[src/core/chrs_defines.svh]
// timing counts and encodings for the halt/reset sequencer
// assumes a single 250 MHz clock; no software-visible registers
`ifndef CHRS_DEFINES_SVH
`define CHRS_DEFINES_SVH
`define CHRS_RESET_MIN_PERIODS 3
`define CHRS_PC_RESET 16'h0000
`define CHRS_HALT_OPCODE 8'h76
`endif

[src/core/chrs_pkg.sv]
// types for the halt/reset sequencer
// assumes chrs_defines.svh supplies the constants
package chrs_pkg;
	typedef enum logic [2:0] {
		CHRS_FIRST,
		CHRS_SECOND,
		CHRS_THIRD,
		CHRS_HALT_WAIT,
		CHRS_HOLD
	} chrs_state_t;
	// bus-side status of one state
	typedef struct packed {
		logic        transfer;
		logic        interrupt_ack_status;
		logic [15:0] addr;
	} chrs_bus_t;
endpackage : chrs_pkg

[src/core/chrs_sequencer.sv]
// halt, hold, interrupt and reset sequencing of the processor control path
// assumes inputs synchronous to i_clk; one i_clk edge stands for one phase-one edge
`timescale 1ns/1ns
`include "chrs_defines.svh"
module chrs_sequencer #(
	parameter int PC_W = 16
) (
	// clock and reset
	input  wire logic                i_clk,
	input  wire logic                i_reset_n,
	input  wire logic                i_clk_en,
	// processor reset pin, active high
	input  wire logic                i_cpu_reset,
	// requests from outside
	input  wire logic                i_hold_req,
	input  wire logic                i_int_req,
	// instruction decode
	input  wire logic                i_last_state,
	input  wire logic [7:0]          i_opcode,
	input  wire logic                i_enable_interrupts_opcode,
	input  wire logic                i_disable_interrupts_opcode,
	// bus and status
	output logic                     o_transfer,
	output logic                     o_interrupt_ack_status,
	output logic [PC_W-1:0]          o_addr,
	output logic                     o_bus_hold_acknowledge,
	output logic                     o_halted,
	output logic                     o_interrupt_enable_flag,
	output chrs_pkg::chrs_state_t    o_state
);
	chrs_pkg::chrs_state_t state;
	logic [PC_W-1:0]       pc;
	logic                  halt_pending;
	logic                  int_latch;
	logic                  int_cycle;
	logic                  int_wake;
	logic                  decode_live;
	logic                  latch_point;
	logic                  pc_step;

	// ----------------------------------------
	// shared conditions
	// ----------------------------------------
	// an interrupt can only wake the halt while the enable flag is up
	assign int_wake    = i_int_req && o_interrupt_enable_flag;

	// no instruction runs in halt wait or hold, so decode strobes are ignored there;
	// a stray enable strobe while parked would otherwise unmask a halt entered masked
	assign decode_live = (state != chrs_pkg::CHRS_HALT_WAIT)
		&& (state != chrs_pkg::CHRS_HOLD);

	// interrupts are taken at an instruction boundary or while parked in halt wait
	assign latch_point = i_last_state || (state == chrs_pkg::CHRS_HALT_WAIT);

	// one count per ordinary machine cycle; halt entry and interrupt cycles hold it
	assign pc_step     = (state == chrs_pkg::CHRS_SECOND) && !halt_pending && !int_cycle
		&& !int_latch;

	// ----------------------------------------
	// state sequencing
	// ----------------------------------------
	// reset pin wins over every condition, halted or not, but only on edges where i_clk_en is high
	always_ff @(posedge i_clk or negedge i_reset_n) begin
		if (!i_reset_n) begin
			state <= chrs_pkg::CHRS_FIRST;
		end else if (i_clk_en) begin
			if (i_cpu_reset) begin
				state <= chrs_pkg::CHRS_FIRST;
			end else begin
				unique case (state)
					chrs_pkg::CHRS_FIRST: begin
						state <= chrs_pkg::CHRS_SECOND;
					end
					chrs_pkg::CHRS_SECOND: begin
						// halt entered after second bus state of next cycle
						if (halt_pending) begin
							state <= chrs_pkg::CHRS_HALT_WAIT;
						end else begin
							state <= chrs_pkg::CHRS_THIRD;
						end
					end
					chrs_pkg::CHRS_THIRD: begin
						state <= chrs_pkg::CHRS_FIRST;
					end
					chrs_pkg::CHRS_HALT_WAIT: begin
						// checked every cycle; only hold, an enabled interrupt or the reset pin leave
						if (i_hold_req) begin
							state <= chrs_pkg::CHRS_HOLD;
						end else if (int_wake) begin
							state <= chrs_pkg::CHRS_FIRST;
						end
					end
					chrs_pkg::CHRS_HOLD: begin
						if (!i_hold_req) begin
							state <= chrs_pkg::CHRS_HALT_WAIT;
						end
					end
					// three codes of the state vector are unused; recover to a fresh cycle
					default: begin
						state <= chrs_pkg::CHRS_FIRST;
					end
				endcase
			end
		end
	end

	// ----------------------------------------
	// halt request, set by the halt opcode
	// ----------------------------------------
	// cleared on reaching halt wait, so the cycle after an interrupt wake does not park a second time
	always_ff @(posedge i_clk or negedge i_reset_n) begin
		if (!i_reset_n) begin
			halt_pending <= 1'b0;
		end else if (i_clk_en) begin
			if (i_cpu_reset || state == chrs_pkg::CHRS_HALT_WAIT) begin
				halt_pending <= 1'b0;
			end else if (decode_live && i_last_state && i_opcode == `CHRS_HALT_OPCODE) begin
				halt_pending <= 1'b1;
			end
		end
	end

	// ----------------------------------------
	// interrupt enable flag and latch
	// ----------------------------------------
	// flag value when halt is entered decides whether interrupts can wake
	always_ff @(posedge i_clk or negedge i_reset_n) begin
		if (!i_reset_n) begin
			o_interrupt_enable_flag <= 1'b0;
		end else if (i_clk_en) begin
			if (i_cpu_reset) begin
				o_interrupt_enable_flag <= 1'b0;
			end else if (int_latch && state == chrs_pkg::CHRS_THIRD) begin
				o_interrupt_enable_flag <= 1'b0; // accepted interrupt disables further ones
			end else if (decode_live && i_enable_interrupts_opcode && i_last_state) begin
				o_interrupt_enable_flag <= 1'b1;
			end else if (decode_live && i_disable_interrupts_opcode && i_last_state) begin
				o_interrupt_enable_flag <= 1'b0;
			end
		end
	end

	// latch at the instruction's last state so it completes first, or while parked in halt wait
	always_ff @(posedge i_clk or negedge i_reset_n) begin
		if (!i_reset_n) begin
			int_latch <= 1'b0;
		end else if (i_clk_en) begin
			if (i_cpu_reset) begin
				int_latch <= 1'b0;
			end else if (int_wake && latch_point) begin
				int_latch <= 1'b1;
			end else if (int_cycle && state == chrs_pkg::CHRS_THIRD) begin
				int_latch <= 1'b0;
			end
		end
	end

	// interrupt machine cycle runs from first bus state while latched
	always_ff @(posedge i_clk or negedge i_reset_n) begin
		if (!i_reset_n) begin
			int_cycle <= 1'b0;
		end else if (i_clk_en) begin
			if (i_cpu_reset || state == chrs_pkg::CHRS_THIRD) begin
				int_cycle <= 1'b0;
			end else if (int_latch && state == chrs_pkg::CHRS_FIRST) begin
				int_cycle <= 1'b1;
			end
		end
	end

	// ----------------------------------------
	// program counter
	// ----------------------------------------
	// the pc and the interrupt enable flag reset; other flags and working registers live elsewhere and are untouched
	always_ff @(posedge i_clk or negedge i_reset_n) begin
		if (!i_reset_n) begin
			pc <= PC_W'(`CHRS_PC_RESET);
		end else if (i_clk_en) begin
			if (i_cpu_reset) begin
				pc <= PC_W'(`CHRS_PC_RESET);
			end else if (pc_step) begin
				pc <= pc + PC_W'(1);
			end
		end
	end

	// ----------------------------------------
	// bus outputs
	// ----------------------------------------
	// transfer strobe drops in halt wait, hold and reset; it lags the state by one edge
	always_ff @(posedge i_clk or negedge i_reset_n) begin
		if (!i_reset_n) begin
			o_transfer <= 1'b0;
		end else if (i_clk_en) begin
			o_transfer <= !i_cpu_reset && decode_live;
		end
	end

	// acknowledge status flags the first bus state of the interrupt cycle
	always_ff @(posedge i_clk or negedge i_reset_n) begin
		if (!i_reset_n) begin
			o_interrupt_ack_status <= 1'b0;
		end else if (i_clk_en) begin
			o_interrupt_ack_status <= int_latch && state == chrs_pkg::CHRS_FIRST;
		end
	end

	// address is a registered copy of the counter, so it trails pc by one edge
	always_ff @(posedge i_clk or negedge i_reset_n) begin
		if (!i_reset_n) begin
			o_addr <= '0;
		end else if (i_clk_en) begin
			o_addr <= pc;
		end
	end

	// ----------------------------------------
	// status outputs
	// ----------------------------------------
	// status decodes are combinational and follow the state with no lag;
	// o_state exposes the raw enum for the checker
	assign o_bus_hold_acknowledge = (state == chrs_pkg::CHRS_HOLD);
	assign o_halted               = (state == chrs_pkg::CHRS_HALT_WAIT);
	assign o_state                = state;
endmodule : chrs_sequencer

[config.mk]
export PLATFORM = sky130hd
export DESIGN_NAME = chrs_sequencer
export DESIGN_NICKNAME = d
export VERILOG_FILES = /design/src/core/chrs_pkg.sv /design/src/core/chrs_sequencer.sv
export VERILOG_INCLUDE_DIRS = /design/src /design/src/core
export SDC_FILE = /design/constraint.sdc
export NUM_CORES = 1
export LEC_CHECK = 0
export BUFFER_PORTS_ARGS = -buffer_cell sky130_fd_sc_hd__buf_4
export CORE_MARGIN = 2
export CORE_UTILIZATION = 37
export CTS_CLUSTER_DIAMETER = 120
export DETAILED_ROUTE_END_ITERATION = 12
export MAX_ROUTING_LAYER = met4
export PLACE_DENSITY_LB_ADDON = 0.12
export SETUP_SLACK_MARGIN = 0.4
export SLEW_MARGIN = 10
export SYNTH_ARGS = -nofsm -noshare
export SYNTH_HDL_FRONTEND = slang
export SYNTH_SLANG_ARGS = --single-unit
[constraint.sdc]
create_clock -name i_clk -period 2.9 [get_ports i_clk]
set_clock_uncertainty 0.15 [all_clocks]
set_input_delay 0.725 -clock i_clk [delete_from_list [all_inputs] [get_ports i_clk]]
set_output_delay 0.725 -clock i_clk [all_outputs]
set_load 0.03 [all_outputs]
==> results.toml <==
[worst_setup_path]
criticalPathCategory = "flip-flop to output port"
end_kind = "output port"
cpMaxStageDelayCell = "dfrtp_1"
worstRegToRegCells = 5
worst-r2r-setup-slack_ns = 0.66
path_cells = "nor3b_2, buf_4"
cp_top_family = "flip-flops"
critical_path.reg2reg.startpoint = "o_state[1]$_DFFE_PN0P_"
startpoint_type = "flip-flop"
reg2reg_to = "pc[2]$_DFFE_PN0P_"
required_arrival_time_at_the_worst_endpoint_ns = 2.03
crit_arrival_ns = 1.45
critical_path_peak_fanout = 11
timing.critical_path.slowest_cell_delay_ns = 0.52
worst_path_bufs_invs = 1

[cells_and_area]
n_antenna_cell = 0
synthesis_to_layout_area_growth_pct = 23.8
most-common-layout-cells = "buf_4 (44), dfrtp_1 (41), mux2_2 (17)"
nets_final = 252
postLayoutCellArea_um2 = 2590
layout.filler_cells = 519
layout-drive-gt1-share_pct = 31.1
layout.core_utilization_pct = 47.3
final_common_cell = "buf_4"

[clocking]
cts_setup_buffers = 0
worst_path_clk_slew_ns = 0.09
clock_sink_count = 41
htree_levels = 2
clock_insertion_delay_worst_skew_ns = 0.30
clock_tree.buffer_depth = 2
cts_tree = "yes"
cts.root.buffer_cell = "clkbuf_8"
ctsHoldBuffers = 0
cts_buffers = 5
ctsResizeCount = 0

[floorplanning]
io_pins = 41
rows = 27
start_util_pct = 38.2
die_w_um = 79.2
area_inside_the_core_boundary_um2 = 5470
die-height_um = 79.2
floorplan.die_area_um2 = 6270

[power_and_ir_drop]
power.ir.vdd_worst_mv = 0.352
power_report.internal_total_mw = 1.41
cellLeakagePower_nw = 1.14
seq_power_share_pct = 42.2
power_switching_share_pct = 36.1
powerDensity_nw_per_um2 = 854
clockPowerShare_pct = 25.0
power_frac_comb_pct = 32.8
switchingPower_uw = 799

[detailed_routing]
detail_route.vias_per_cell = 5.56
drc = 0
drt-initial-drc-count = 41
drt_pre_antenna_iters = 4
drt-total-wl_um = 4730
via_count = 1707
routedWlPerCell_um = 15.4
final_ant_viol_nets = 0

[timing]
max_fclk_ghz = 0.430
tightestPinTransition_ns = 0.586
worst_slack_ns = 0.576
slew_headroom_pct = 60.7
layout_min_cycle_time_ns = 2.32
grt_setup_unrepaired = "no"
setup_violations = 0
timing.final.crit_share_pct = 80.1
hold_viol = 0
fin_setup_tns_ns = 0
finalMaxSlewViolations = 0

[min_path]
worstHoldPathType = "input pin to async pin"

[synth]
synth_warnings = 0
yosysUniqueCellTypes = 45
post_synthesis_area_per_instance_um2 = 10.6
seq_area_frac_synth_pct = 49.1
synth_seq_cells = 41
post_synth_inst_count = 197
syn-cell-area_um2 = 2090
syn_nets = 215
synth-edff-count = 0
post_synth_arst_share_pct = 100
main_flop_type_after_synthesis = "dfrtp_1"

[status]
run_status = "completed"

[global_routing]
grt_antenna_before_repair = 0
grt_first_pass_wirelength_um = 7970
grt_overflow_total = 0
globalRouteTotalUtil_pct = 16.5
grt_max_degree = 42
grt_pass1_vias = 1670

[run]
maxCapViolCount = 0

[placement]
place.port_buffers = 40
dp_worst_setup_slack_ns = 0.500
place_hpwl_um = 3180
place_area_um2 = 2450
routabilityCongestion = 0.793
-- worst max-delay path by stage --
stage	start	endpoint	slack [ns]	cells past startpoint
2_1_floorplan	o_state[1]$_DFFE_PN0P_	pc[3]$_DFFE_PN0P_	0.61	5
3_3_place_gp	i_clk_en	pc[5]$_DFFE_PN0P_	0.52	5
3_5_place_dp	i_clk_en	pc[3]$_DFFE_PN0P_	0.50	5
4_1_cts	o_state[2]$_DFFE_PN0P_	o_bus_hold_acknowledge	0.58	2
5_1_grt	o_state[0]$_DFFE_PN0P_	o_halted	0.47	2
6_report	o_state[2]$_DFFE_PN0P_	o_bus_hold_acknowledge	0.58	2
-- kinds of logic after synthesis --
kind of cell / share of synthesized area (%)
adders and majority gates: 0.598
xor gates and xnor gates: 0.419
buffers and inverters: 3.47
DFF: 49.1
and+or+nand+nor: 22.8
AOI/OAI and AO/OA: 14.0
muxes: 9.63
-- final cells by class --
class | instances | area (um2) | share of cell area [%]
well taps | 72 | 90.1 | 3.48
multi-input cells | 139 | 997 | 38.5
inverters | 3 | 11.3 | 0.435
clock buffers | 5 | 68.8 | 2.66
flip-flops and latches | 41 | 1030 | 39.6
clock inverters | 3 | 65.1 | 2.51
repair buffers | 44 | 330 | 12.8
-- per-layer routing --
metal  share of wire [%]  routed length [um]  track usage, %
met3                 6.2                 295            3.75
met5                   0                   0               -
met4                 1.4                  66            5.52
met2                  47                2210            26.1
met1                  46                2160            21.1
-- worst reg2reg max path, cell delays in order, from the launching register on --
cell and delay [ns]:
dfrtp_1 0.40, or4_4 0.56, o31a_1 0.39, buf_4 0.21
nor4b_1 0.33, a211o_1 0.14
-- synth_stat cells (2+ instances only) --
cell type	number	area, um2
dfrtp_1	41	1030
nor4_1	5	31.3
a211o_1	3	26.3
nor2_1	7	26.3
mux2_2	17	191
nor3_1	3	15.0
clkbuf_1	12	45.0
o41ai_1	2	17.5
or4_1	5	37.5
a21oi_1	11	55.1
a31oi_1	2	12.5
nor2b_1	6	37.5
and3b_1	2	17.5
a22o_1	2	17.5
and4_1	2	17.5
nand2_1	11	41.3
o21ai_0	4	20.0
nand4_1	8	50.1
o31a_1	2	17.5
a221o_1	3	30.0
inv_1	3	11.3
o2bb2ai_1	5	43.8
and3_1	3	18.8
nor3b_1	4	30.0
o31ai_1	2	15.0
nand3_1	7	35.0
nand3b_1	3	22.5
nand2b_1	5	31.3
-- metrics by stage --
stage / cells / hold slack [ns] / power (mW)
floorplan: 197 / 0.279 / 1.41
global placement: 299 / 0.327 / 1.67
detailed placement: 299 / 0.340 / 1.68
CTS: 307 / 0.281 / 2.24
finish: 307 / 0.249 / 2.21
global route: 307 / 0.299 / 2.34
-- power by group through the flow --
stage	registers, mW	clock network (mW)	logic [mW]
2_1_floorplan	1.04	0	0.367
3_3_place_gp	0.944	0	0.728
3_5_place_dp	0.946	0	0.730
4_1_cts	0.935	0.570	0.734
5_1_grt	0.971	0.590	0.782
6_report	0.932	0.553	0.724
-- state kept, by name, indices dropped and copies added (netlist names) --
register and count:
pc 16, o_transfer 1, o_addr 16, int_latch 1
o_interrupt_ack_status 1, o_interrupt_enable_flag 1, int_cycle 1, o_state 3
halt_pending 1
Note: power is estimated with default switching activity, not from simulation.
